**src/core/offset_cal_pkg.sv**
```systemverilog
// constants for the offset calibration control block
package offset_cal_pkg;
    localparam int          DATA_W          = 16;
    localparam int          CMD_W           = 3;
    // parameter addresses as seen on the parameter port
    localparam logic [15:0] ADDR_CAL_CMD    = 16'h0414;
    localparam logic [15:0] ADDR_SPEED_ONE  = 16'h0416;
    localparam logic [15:0] ADDR_SPEED_TWO  = 16'h0418;
    localparam logic [15:0] ADDR_TORQUE_ONE = 16'h041A;
    localparam logic [15:0] ADDR_TORQUE_TWO = 16'h041C;
    // command codes
    localparam logic [2:0]  CMD_IDLE        = 3'h0;
    localparam logic [2:0]  CMD_SPEED       = 3'h1;
    localparam logic [2:0]  CMD_TORQUE      = 3'h2;
    localparam logic [2:0]  CMD_PHASE_V     = 3'h3;
    localparam logic [2:0]  CMD_PHASE_W     = 3'h4;
    localparam logic [2:0]  CMD_ALL_HW      = 3'h5;
    localparam logic [2:0]  CMD_IGBT_ADC    = 3'h6;
    localparam logic [15:0] CMD_MAX         = 16'h0006;
    // value limits, values after reset and the value read at unmapped addresses
    localparam logic [15:0] OFFSET_MAX      = 16'h7FFF;
    localparam logic [15:0] CMD_RESET       = 16'h0000;
    localparam logic [15:0] OFFSET_RESET    = 16'h0000;
    localparam logic [15:0] READ_UNMAPPED   = 16'h0000;
endpackage : offset_cal_pkg

```
**src/core/cal_if.sv**
```systemverilog
// carrier between the register side and the calibration sequencer
`timescale 1ns/10ps
interface cal_if;
    logic        start;     // accepted command, one-cycle pulse
    logic [2:0]  cmd;       // command code with start
    logic        busy;      // sequencer running
    logic        done;      // last result written, pulse
    logic        wrValid;   // result ready, pulse
    logic [2:0]  wrTarget;  // code of the measured item
    logic [15:0] wrValue;   // measured offset

    modport regs (output start, cmd, input busy, done, wrValid, wrTarget, wrValue);
    modport engine (input start, cmd, output busy, done, wrValid, wrTarget, wrValue);
endinterface : cal_if

```
**src/core/offset_sequencer.sv**
```systemverilog
// sequencer that measures offsets one target at a time
`timescale 1ns/10ps
module offset_sequencer (
    input  wire logic        sys_clk,     // 50 MHz clock
    input  wire logic        sys_rst,     // async reset, active high
    cal_if.engine            cal,         // command and result carrier
    output logic             adcReq,      // sample request, held until ack
    output logic [2:0]       adcChannel,  // item being sampled
    input  wire logic        adcAck,      // sample ready
    input  wire logic [15:0] adcData      // raw sample
);
    typedef enum logic [1:0] {
        SEQ_IDLE  = 2'b00,
        SEQ_REQ   = 2'b01,
        SEQ_WRITE = 2'b10
    } seq_state_t;

    typedef struct packed {
        seq_state_t  state;
        logic [2:0]  cur;
        logic [2:0]  last;
        logic [15:0] value;
    } seq_t;

    seq_t s_q;
    seq_t s_d;

    // clamp raw sample into the offset range
    function automatic logic [15:0] clampOffset(input logic [15:0] raw);
        clampOffset = (raw > offset_cal_pkg::OFFSET_MAX) ? offset_cal_pkg::OFFSET_MAX : raw;
    endfunction : clampOffset

    ////////////////////////////////////////////////////////////////////////
    // next state
    always_comb
    begin
        s_d = s_q;
        case (s_q.state)
            SEQ_IDLE:
            begin
                if (cal.start)
                begin
                    // combined run walks codes one to four
                    if (cal.cmd == offset_cal_pkg::CMD_ALL_HW)
                    begin
                        s_d.cur  = offset_cal_pkg::CMD_SPEED;
                        s_d.last = offset_cal_pkg::CMD_PHASE_W;
                    end
                    else
                    begin
                        s_d.cur  = cal.cmd;
                        s_d.last = cal.cmd;
                    end
                    s_d.state = SEQ_REQ;
                end
            end
            SEQ_REQ:
            begin
                if (adcAck)
                begin
                    s_d.value = clampOffset(adcData);
                    s_d.state = SEQ_WRITE;
                end
            end
            SEQ_WRITE:
            begin
                if (s_q.cur == s_q.last)
                    s_d.state = SEQ_IDLE;
                else
                begin
                    s_d.cur   = s_q.cur + 3'h1;
                    s_d.state = SEQ_REQ;
                end
            end
            default:
                s_d.state = SEQ_IDLE;
        endcase
    end

    // state register
    always_ff @(posedge sys_clk or posedge sys_rst)
    begin
        if (sys_rst)
            s_q <= '{SEQ_IDLE, 3'h0, 3'h0, 16'h0000};
        else
            s_q <= s_d;
    end

    // outputs
    assign adcReq       = (s_q.state == SEQ_REQ);
    assign adcChannel   = s_q.cur;
    assign cal.busy     = (s_q.state != SEQ_IDLE);
    assign cal.wrValid  = (s_q.state == SEQ_WRITE);
    assign cal.wrTarget = s_q.cur;
    assign cal.wrValue  = s_q.value;
    assign cal.done     = (s_q.state == SEQ_WRITE) && (s_q.cur == s_q.last);

    ////////////////////////////////////////////////////////////////////////
    // checks
    property p_all_hw_first;
        @(posedge sys_clk) disable iff (sys_rst)
        cal.start && !cal.busy && cal.cmd == offset_cal_pkg::CMD_ALL_HW
            |=> adcReq && adcChannel == offset_cal_pkg::CMD_SPEED;
    endproperty
    a_all_hw_first: assert property (p_all_hw_first) else $error("combined run not at code 1");

    property p_single_target;
        @(posedge sys_clk) disable iff (sys_rst)
        cal.start && !cal.busy && cal.cmd != offset_cal_pkg::CMD_ALL_HW
            |=> adcReq && adcChannel == $past(cal.cmd);
    endproperty
    a_single_target: assert property (p_single_target) else $error("wrong item sampled");

    property p_req_holds;
        @(posedge sys_clk) disable iff (sys_rst)
        adcReq && !adcAck |=> adcReq && $stable(adcChannel);
    endproperty
    a_req_holds: assert property (p_req_holds) else $error("request dropped early");

    property p_ack_writes;
        @(posedge sys_clk) disable iff (sys_rst)
        adcReq && adcAck |=> cal.wrValid ##1 !cal.wrValid;
    endproperty
    a_ack_writes: assert property (p_ack_writes) else $error("result not one pulse");

    c_all_hw: cover property (@(posedge sys_clk) cal.done && adcChannel == 3'h4);
endmodule : offset_sequencer

```
**src/core/offset_calibration_control.sv**
```systemverilog
// offset calibration command and offset parameter registers
`timescale 1ns/10ps
// Functional notes
// command 1 calibrates speed input offset, command 2 the torque input offset.
// command 0 starts nothing; only values zero to six are accepted (the code refuses a write of zero as well).
// commands 3 and 4 calibrate V and W phase current detector offsets.
// command 5 runs hardware adjustments one to four as one operation.
// command 6 calibrates the power-stage temperature converter.
// commands and offset writes act only while calibration enable is set.
// host keeps the output stage off during any calibration.
// each offset holds 0 to 32767 and may be written by hand.
// restoring defaults leaves all four offset registers unchanged.
// host should avoid writing the second speed and torque offsets.
// on completion the result is stored and the command returns to zero.
module offset_calibration_control (
    input  wire logic        sys_clk,         // 50 MHz clock
    input  wire logic        sys_rst,         // async reset, active high
    input  wire logic        parWrite,        // parameter write strobe
    input  wire logic        parRead,         // parameter read strobe
    input  wire logic [15:0] parAddr,         // parameter address
    input  wire logic [15:0] parWrData,       // write data
    output logic [15:0]      parRdData,       // read data, one cycle after strobe
    output logic             parRefused,      // write refused, pulse
    input  wire logic        calEnable,       // calibration enable parameter
    input  wire logic        restoreDefaults, // restore-defaults pulse
    output logic             adcReq,          // sample request
    output logic [2:0]       adcChannel,      // item being sampled
    input  wire logic        adcAck,          // sample ready
    input  wire logic [15:0] adcData,         // raw sample
    output logic             calBusy,         // calibration running
    output logic             hwResultValid,   // result for an item outside this map
    output logic [2:0]       hwResultTarget,  // code 3, 4 or 6
    output logic [15:0]      hwResultData     // result value
);
    typedef struct packed {
        logic [15:0] cmd;
        logic [15:0] speedOne;
        logic [15:0] speedTwo;
        logic [15:0] torqueOne;
        logic [15:0] torqueTwo;
        logic [15:0] rdData;
        logic        refused;
        logic        hwValid;
        logic [2:0]  hwTarget;
        logic [15:0] hwData;
    } regs_t;

    regs_t r_q;
    regs_t r_d;
    cal_if cal ();

    logic  wrCmd;
    logic  wrOffset;
    logic  cmdOk;
    logic  offOk;

    offset_sequencer u_seq (
        .sys_clk    (sys_clk),
        .sys_rst    (sys_rst),
        .cal        (cal),
        .adcReq     (adcReq),
        .adcChannel (adcChannel),
        .adcAck     (adcAck),
        .adcData    (adcData)
    );

    // offset address decode, used for writes only
    function automatic logic isOffsetAddr(input logic [15:0] a);
        isOffsetAddr = (a == offset_cal_pkg::ADDR_SPEED_ONE)
                    || (a == offset_cal_pkg::ADDR_SPEED_TWO)
                    || (a == offset_cal_pkg::ADDR_TORQUE_ONE)
                    || (a == offset_cal_pkg::ADDR_TORQUE_TWO);
    endfunction : isOffsetAddr

    ////////////////////////////////////////////////////////////////////////
    // write qualification
    assign wrCmd    = parWrite && (parAddr == offset_cal_pkg::ADDR_CAL_CMD);
    assign wrOffset = parWrite && isOffsetAddr(parAddr);
    assign cmdOk    = calEnable && !cal.busy && (parWrData <= offset_cal_pkg::CMD_MAX)
                   && (parWrData != offset_cal_pkg::CMD_RESET);
    assign offOk    = calEnable && (parWrData <= offset_cal_pkg::OFFSET_MAX);
    assign cal.start = wrCmd && cmdOk;
    assign cal.cmd   = parWrData[2:0];

    // register update
    always_comb
    begin
        r_d         = r_q;
        r_d.refused = (wrCmd && !cmdOk) || (wrOffset && !offOk);
        r_d.hwValid = 1'b0;
        if (cal.start)
            r_d.cmd = parWrData;
        if (wrOffset && offOk)
        begin
            case (parAddr)
                offset_cal_pkg::ADDR_SPEED_ONE:  r_d.speedOne  = parWrData;
                offset_cal_pkg::ADDR_SPEED_TWO:  r_d.speedTwo  = parWrData;
                offset_cal_pkg::ADDR_TORQUE_ONE: r_d.torqueOne = parWrData;
                default:                         r_d.torqueTwo = parWrData;
            endcase
        end
        // measured results land in their register
        if (cal.wrValid)
        begin
            case (cal.wrTarget)
                offset_cal_pkg::CMD_SPEED:  r_d.speedOne  = cal.wrValue;
                offset_cal_pkg::CMD_TORQUE: r_d.torqueOne = cal.wrValue;
                default:
                begin
                    r_d.hwValid  = 1'b1;
                    r_d.hwTarget = cal.wrTarget;
                    r_d.hwData   = cal.wrValue;
                end
            endcase
        end
        if (cal.done)
            r_d.cmd = offset_cal_pkg::CMD_RESET;
        // restore only touches the idle command, never offsets
        if (restoreDefaults && !cal.busy && !cal.start)
            r_d.cmd = offset_cal_pkg::CMD_RESET;
        if (parRead)
        begin
            case (parAddr)
                offset_cal_pkg::ADDR_CAL_CMD:    r_d.rdData = r_q.cmd;
                offset_cal_pkg::ADDR_SPEED_ONE:  r_d.rdData = r_q.speedOne;
                offset_cal_pkg::ADDR_SPEED_TWO:  r_d.rdData = r_q.speedTwo;
                offset_cal_pkg::ADDR_TORQUE_ONE: r_d.rdData = r_q.torqueOne;
                offset_cal_pkg::ADDR_TORQUE_TWO: r_d.rdData = r_q.torqueTwo;
                default:                         r_d.rdData = offset_cal_pkg::READ_UNMAPPED;
            endcase
        end
    end

    // state register
    always_ff @(posedge sys_clk or posedge sys_rst)
    begin
        if (sys_rst)
        begin
            r_q           <= '0;
            r_q.cmd       <= offset_cal_pkg::CMD_RESET;
            r_q.speedOne  <= offset_cal_pkg::OFFSET_RESET;
            r_q.speedTwo  <= offset_cal_pkg::OFFSET_RESET;
            r_q.torqueOne <= offset_cal_pkg::OFFSET_RESET;
            r_q.torqueTwo <= offset_cal_pkg::OFFSET_RESET;
        end
        else
            r_q <= r_d;
    end

    // outputs
    assign parRdData      = r_q.rdData;
    assign parRefused     = r_q.refused;
    assign calBusy        = cal.busy;
    assign hwResultValid  = r_q.hwValid;
    assign hwResultTarget = r_q.hwTarget;
    assign hwResultData   = r_q.hwData;

    ////////////////////////////////////////////////////////////////////////
    // checks
    property p_cmd_range;
        @(posedge sys_clk) disable iff (sys_rst)
        r_q.cmd <= offset_cal_pkg::CMD_MAX;
    endproperty
    a_cmd_range: assert property (p_cmd_range) else $error("command out of range");

    property p_bad_cmd;
        @(posedge sys_clk) disable iff (sys_rst)
        wrCmd && (parWrData == 16'h0000 || parWrData > 16'h0006)
            |-> !cal.start ##1 parRefused;
    endproperty
    a_bad_cmd: assert property (p_bad_cmd) else $error("bad command accepted");

    property p_disabled;
        @(posedge sys_clk) disable iff (sys_rst)
        !calEnable && parWrite |=> $stable(r_q.speedOne) && $stable(r_q.torqueTwo)
            && !cal.busy == !$past(cal.busy);
    endproperty
    a_disabled: assert property (p_disabled) else $error("write acted while disabled");

    property p_speed_store;
        @(posedge sys_clk) disable iff (sys_rst)
        cal.wrValid && cal.wrTarget == 3'h1 |=> r_q.speedOne == $past(cal.wrValue);
    endproperty
    a_speed_store: assert property (p_speed_store) else $error("speed result lost");

    property p_done_idle;
        @(posedge sys_clk) disable iff (sys_rst)
        cal.done |=> r_q.cmd == 16'h0000 && !calBusy;
    endproperty
    a_done_idle: assert property (p_done_idle) else $error("command not cleared");

    property p_offset_max;
        @(posedge sys_clk) disable iff (sys_rst)
        r_q.speedOne <= 16'h7FFF && r_q.speedTwo <= 16'h7FFF
            && r_q.torqueOne <= 16'h7FFF && r_q.torqueTwo <= 16'h7FFF;
    endproperty
    a_offset_max: assert property (p_offset_max) else $error("offset above limit");

    property p_restore_keeps;
        @(posedge sys_clk) disable iff (sys_rst)
        restoreDefaults && !parWrite && !cal.wrValid
            |=> $stable(r_q.speedOne) && $stable(r_q.speedTwo)
             && $stable(r_q.torqueOne) && $stable(r_q.torqueTwo);
    endproperty
    a_restore_keeps: assert property (p_restore_keeps) else $error("restore changed offset");

    property p_start_busy;
        @(posedge sys_clk) disable iff (sys_rst)
        cal.start |=> calBusy && r_q.cmd == $past(parWrData);
    endproperty
    a_start_busy: assert property (p_start_busy) else $error("start not taken");

    c_speed_cal: cover property (@(posedge sys_clk) cal.start && cal.cmd == 3'h1);
    c_igbt_done: cover property (@(posedge sys_clk) hwResultValid && hwResultTarget == 3'h6);
    c_refused:   cover property (@(posedge sys_clk) parRefused);
endmodule : offset_calibration_control

```
**config.mk**
```make
export PLATFORM = sky130hd
export DESIGN_NAME = offset_calibration_control
export DESIGN_NICKNAME = d
export VERILOG_FILES = /design/src/core/offset_cal_pkg.sv /design/src/core/cal_if.sv /design/src/core/offset_sequencer.sv /design/src/core/offset_calibration_control.sv
export SDC_FILE = /design/constraint.sdc
export NUM_CORES = 1
export LEC_CHECK = 0
export BUFFER_PORTS_ARGS = -buffer_cell sky130_fd_sc_hd__buf_2
export CAP_MARGIN = 0
export CORE_UTILIZATION = 41
export DETAILED_ROUTE_END_ITERATION = 8
export HOLD_SLACK_MARGIN = 0.05
export PLACE_DENSITY_LB_ADDON = 0.05
export SYNTH_ARGS = -nofsm -noshare
export SYNTH_HDL_FRONTEND = slang
export SYNTH_SLANG_ARGS = --single-unit
```
**constraint.sdc**
```tcl
create_clock -name sys_clk -period 5.8 [get_ports sys_clk]
set_clock_uncertainty 0.1 [all_clocks]
set_input_delay 1.45 -clock sys_clk [delete_from_list [all_inputs] [get_ports sys_clk]]
set_output_delay 1.45 -clock sys_clk [all_outputs]
set_load 0.005 [all_outputs]
```
## Word level (Yosys, flattened, before mapping)

Cells that the tools add are included.

| operators by class | value |
|---|---|
| $add $sub $neg | 1 |
| bitwise operators | 2 |
| equality and inequality tests | 14 |
| $lt $le $gt $ge | 3 |
| reductions and logical operators | 35 |
| multiplexer cells | 23 |

Operators by type and width:

| cell | number |
|---|---|
| 16-bit two-way mux | 12 |
| 16-bit by 11-bit equality test with 1-bit output, second input constant | 5 |
| 16-bit case mux with 5 select lines | 1 |
| 64-bit two-way mux | 1 |
| 20-bit two-way mux | 2 |
| 16-bit by 15-bit > comparator with 1-bit output, second input constant | 1 |
| 16-bit by 15-bit <= comparator with 1-bit output, second input constant | 1 |
| 16-bit by 3-bit <= comparator with 1-bit output, second input constant | 1 |
| 16-bit nonzero test | 1 |
| 1-bit logical AND | 13 |
| 2-bit AND reduction | 6 |
| 8-bit two-way mux | 1 |
| 6-bit two-way mux | 1 |
| 2-bit case mux with 3 select lines | 1 |
| 3-bit case mux with 2 select lines | 1 |
| 1-bit logical NOT | 4 |
| 1-bit logical OR | 4 |
| 2-bit inequality test, second input constant | 2 |
| 2-bit nonzero test | 2 |
| 3-bit by 1-bit adder with 3-bit output, second input constant | 1 |
| 3-bit by 1-bit equality test with 1-bit output, second input constant | 1 |
| 3-bit by 2-bit equality test with 1-bit output, second input constant | 1 |
| 3-bit equality test | 1 |
| 3-bit equality test, second input constant | 1 |
| 12 further kinds | 13 |

| storage, ports and cells | value |
|---|---|
| input bits | 55 |
| output and inout bits | 42 |
| register bits | 141 |

## Longest topological paths before layout

| depth | value |
|---|---|
| word-level depth | 9 |
| gate-level depth with buffers | 8 |

## Cells and area by module

A second synthesis with hierarchy kept.

| second synthesis, totals | value |
|---|---|
| cell total of the unflattened synthesis | 708 |
| area total of the unflattened synthesis | 7,220.7 sq um |

Modules (own cells, without submodules):

| module | seq. area each (sq um) | times used | cells each | area an instance (sq um) |
|---|---|---|---|---|
| offset_calibration_control | 2,927.8 | 1 | 569 | 5,970.7 |
| offset_sequencer | 600.6 | 1 | 139 | 1,249.9 |

## Worst setup path before layout

OpenSTA, ideal clock, no wires.

| timing path | value |
|---|---|
| path kind | input port to flip-flop |
| start point | input parAddr[5] |
| end point | register r_q[39] (netlist name) |
| setup time | 0.125 ns |
| cell stages on the path | 5 |
| path slack | 2.605 ns |
| arrival time | 2.971 ns |
| buffers on the path | 1 |
| cells stage by stage | nor4b_4 nand3_2 nor3_2 buf_4 mux2_2 |

| between the ends | value |
|---|---|
| cells in the longest elaborated chain, start to end | 7 |

RTL lines:

| item | RTL line | source |
|---|---|---|
| start: declaration | offset_calibration_control.sv:20 | `input wire logic [15:0] parAddr,` |
| 16-bit by 11-bit equality test with 1-bit output (on tied branches) | offset_calibration_control.sv:69, offset_calibration_control.sv:95, offset_calibration_control.sv:70 |  |
| 1-bit logical OR | offset_calibration_control.sv:70 | `\|\| (a == offset_cal_pkg::ADDR_SPEED_TWO)` |
| 1-bit logical OR | offset_calibration_control.sv:71 | `\|\| (a == offset_cal_pkg::ADDR_TORQUE_ONE)` |
| 1-bit logical OR | offset_calibration_control.sv:72 | `\|\| (a == offset_cal_pkg::ADDR_TORQUE_TWO);` |
| 1-bit logical AND | offset_calibration_control.sv:78 | `assign wrOffset = parWrite && isOffsetAddr(parAddr);` |
| 1-bit logical AND | offset_calibration_control.sv:93 | `if (wrOffset && offOk)` |
| 2-bit AND reduction (no source line) * | - |  |
| end signal: assignment | offset_calibration_control.sv:147 | `r_q <= r_d;` |
| end: declaration | offset_calibration_control.sv:48 | `regs_t r_q;` |

Mark *: on every way between the ends. The rest lies on a longest branch, timed or not.
A chain may end at the register's enable or synchronous reset.

==> flow_summary.yaml <==
run_status:
  outcome: "complete, no violations"
layout:
  seqCellArea_sq_um: 3528
  total_number_of_nets_in_the_final_design: 748
  final_layout_size_suffix_gt1_share_pct: 24.50
  nFillCells: 1538
  area_delta_synth_final_pct: 13.21
  antennaDiodeCount: 0
  multi_input_area_sq_um: 2623
  final_cell_area_sq_um: 7547
place:
  place.gp.congestion: 0.8366
  dpl-instance-area_sq_um: 6993
  dp_hpwl_microns: 11100
  port_buffer_count: 96
  dp_worst_setup_slack_ns: 1.722
clocking:
  clock_path_buffers: 2
  cts_hold_buffers: 0
  cts_resized: 0
  cts_root_buffer: "sky130_fd_sc_hd__clkbuf_16"
  postCtsSetupRepairBufs: 0
  cts_sinks: 141
  tritoncts_clock_tree: "built"
  htreeDepth: 4
  clkTransAtPathRegs_ns: 0.06
  insertion_delay_ns: 0.42
  cts_buffers: 17
yosys:
  ys_seq_area_share_pct: 52.93
  post-synth-top-area-fraction_pct: 52.93
  synth.avg_cell_area_sq_um: 10.35
  postSynth.asyncResetShare_pct: 100.0
  synth.ff_latch_count: 141
  synthFlopType: "sky130_fd_sc_hd__dfrtp_1"
  synth_fp_nets: 702
  synth_area_leaders: "sky130_fd_sc_hd__dfrtp_1 53%, sky130_fd_sc_hd__nand2_1 5.9%, sky130_fd_sc_hd__buf_4 4.6%"
  post_synth_design_cell_area_sq_um: 6666
  ys_warn_count: 0
  yosys.cell_types.count: 51
  synth.largest_area_cell: "sky130_fd_sc_hd__dfrtp_1"
  synth_edf_count: 0
  syn-instance-count: 644
power_and_ir_drop:
  power.total_mw: 2.891
  max-vdd-ir-drop_v: 0.0002085
  leakage_nw: 3.414
  power_density_nw_per_um2: 383.0
detailed_routing:
  remaining_drc_errors: 0
  routed_via_density: 5.108
  wirelength_microns: 16290
  route.vias.total: 4689
  drt_iter0_drc: 308
  route.antenna.remaining_nets: 0
  avgRoutedWirePerCell_microns: 17.75
  detailedRoute.firstPassIterationCount: 5
setup_path:
  cp.required_ns: 5.96
  cp.buffers_inverters: 1
  worst_path_max_delay_cell: "sky130_fd_sc_hd__nor3_4"
  path_max_fanout: 19
  critical_path.endpoint_type: "register"
  worst_ep_arrival_time_ns: 3.80
  crit_type: "in2reg"
  critPathTopFamily: "simple AND/OR/NAND/NOR gates"
  slowest_delay_ns: 1.02
  critPathLaunchType: "primary input"
  chain_of_cells_forming_the_critical_path: "buf_2 > nor4b_4 > nand3_2 > nor3_4 > mux2i_1 > o21ai_1"
sta:
  setup_tns_ns: 0
  finalSetupViolCount: 0
  setup_slack_ns: 2.163
  grt_setup_unrepaired: "false"
  fmax_ghz: 0.2749
  worst_max_slew_margin_expressed_relative_to_the_limit_pct: 17.22
  final.period_utilization_pct: 62.71
  final-max-slew-violation-count: 0
  final_period_minus_worst_setup_slack_ns: 3.637
  fin_worst_hold_slack_ns: 0.3721
  worst_slew_pin_slew_ns: 1.240
  final_hold_viol_count: 0
die:
  chipWidth_microns: 129.5
  initial_utilization_pct: 41.97
  die_span_y_microns: 129.5
  ioPinCount: 97
  dieArea_sq_um: 16770
  core_sq_um: 15890
  floorplan.rows: 46
hold_path:
  hold_class: "reg2reg"
global_routing:
  vias_in_the_first_global_route: 4719
  grtUsageTotal_pct: 21.03
  grt_max_degree: 100
  grt_antenna_before_repair: 0
  grt-ovfl-total: 0
  wire_length_of_the_first_global_routing_pass_microns: 26480
flow_run:
  maxCapViolations: 0
-- sequential cells by signal, summed over array words and instances (netlist names) --
register,cells
r_q,80
parRefused,1
hwResultTarget,3
hwResultData,16
parRdData,16
u_seq.s_q,5
u_seq.adcChannel,3
hwResultValid,1
u_seq.cal.wrValue,16
-- layer usage --
| metal | share of wire (%) | GRT usage [%] |
|---|---|---|
| met1 | 53 | 31.77 |
| met5 | 0 | 0 |
| met2 | 42 | 30.42 |
| met4 | 0.95 | 5.951 |
| met3 | 4.3 | 4.211 |
-- metrics by stage --
stage / util [%] / std cells
2_1_floorplan: - / 644
3_3_place_gp: 44.02 / 887
3_5_place_dp: 44.02 / 887
4_1_cts: 47.51 / 918
5_1_grt: 47.51 / 918
6_report: 47.51 / 918
-- worst reg2reg max path: stages, from the launching register on --
cell and delay (ns):
sky130_fd_sc_hd__dfrtp_1 0.45, sky130_fd_sc_hd__nor4b_1 0.36, sky130_fd_sc_hd__nand4_1 0.25, sky130_fd_sc_hd__nor4_4 0.73, sky130_fd_sc_hd__a211oi_2 0.31, sky130_fd_sc_hd__and2_1 0.26
-- logic make-up (layout without fill, tap and decap cells) --
group | Yosys count | count (layout) | synth area share, %
AND/OR/NAND/NOR | 216 | 216 | 16.25
buffers and inverters | 87 | 145 | 7.901
XOR/XNOR | 4 | 4 | 0.5256
flip-flops | 141 | 141 | 52.93
AO/OA/AOI/OAI | 134 | 134 | 12.03
multiplexers | 59 | 59 | 9.797
adder cells (fa/ha/maj) | 3 | 3 | 0.5631
-- power by group --
part           leakage [nW]  internal [mW]  total [mW]  switching (mW)
Clock                 0.276          0.629        1.03           0.400
Combinational          1.37          0.199       0.438           0.238
Sequential             1.77           1.22        1.42           0.202
Total                  3.41           2.05        2.89           0.840
-- cell usage after synthesis, drive strengths merged (3+ instances only) --
master,n
dfrtp,141
nand2,105
o21ai,56
nor2,54
buf,51
a22oi,33
mux2i,30
mux2,29
clkbuf,23
a21oi,19
a31oi,17
and2,17
inv,12
nor4,7
nand3,5
nor2b,5
nand2b,4
ha,3
nand3b,3
nor4b,3
xnor2,3
-- placed cells by master (no fill, tap or decap), types with 4 or more instances in the layout --
master                      instances
sky130_fd_sc_hd__buf_2             96
sky130_fd_sc_hd__nand2_1          105
sky130_fd_sc_hd__a22oi_1           33
sky130_fd_sc_hd__o21ai_1           11
sky130_fd_sc_hd__clkbuf_8           4
sky130_fd_sc_hd__mux2i_1           30
sky130_fd_sc_hd__nor4_1             4
sky130_fd_sc_hd__o21ai_0           45
sky130_fd_sc_hd__clkbuf_16         17
sky130_fd_sc_hd__buf_4              5
sky130_fd_sc_hd__a31oi_1           17
sky130_fd_sc_hd__nor2b_1            5
sky130_fd_sc_hd__a21oi_1           19
sky130_fd_sc_hd__mux2_4             7
sky130_fd_sc_hd__inv_1             11
sky130_fd_sc_hd__mux2_2            22
sky130_fd_sc_hd__and2_1            17
sky130_fd_sc_hd__dfrtp_1          141
sky130_fd_sc_hd__clkinv_2           5
sky130_fd_sc_hd__nand2b_1           4
sky130_fd_sc_hd__nor2_1            53
-- path summary, 6_finish.rpt --
path	cells past startpoint	end	slack, ns	startpoint
worst min register to register	2	hwResultData[14]	0.37	hwResultData[14]
worst max register to register	5	r_q[111]	3.21	u_seq.s_q[23]
worst max-delay path	6	r_q[98]	2.16	parAddr[5]
min in group asynchronous	2	hwResultValid	1.13	sys_rst
max in group asynchronous	3	r_q[56]	3.37	sys_rst
worst min-delay path	2	hwResultData[14]	0.37	hwResultData[14]
-- layout make-up --
type | instances | share of cell area (%)
multi-input combinational | 416 | 34.75
clock inverter | 7 | 0.8289
timing repair buffer | 101 | 6.863
clock buffer | 24 | 6.515
inverter | 13 | 0.7129
tap | 216 | 3.581
sequential | 141 | 46.75
Power figures use the tool's default switching activity.
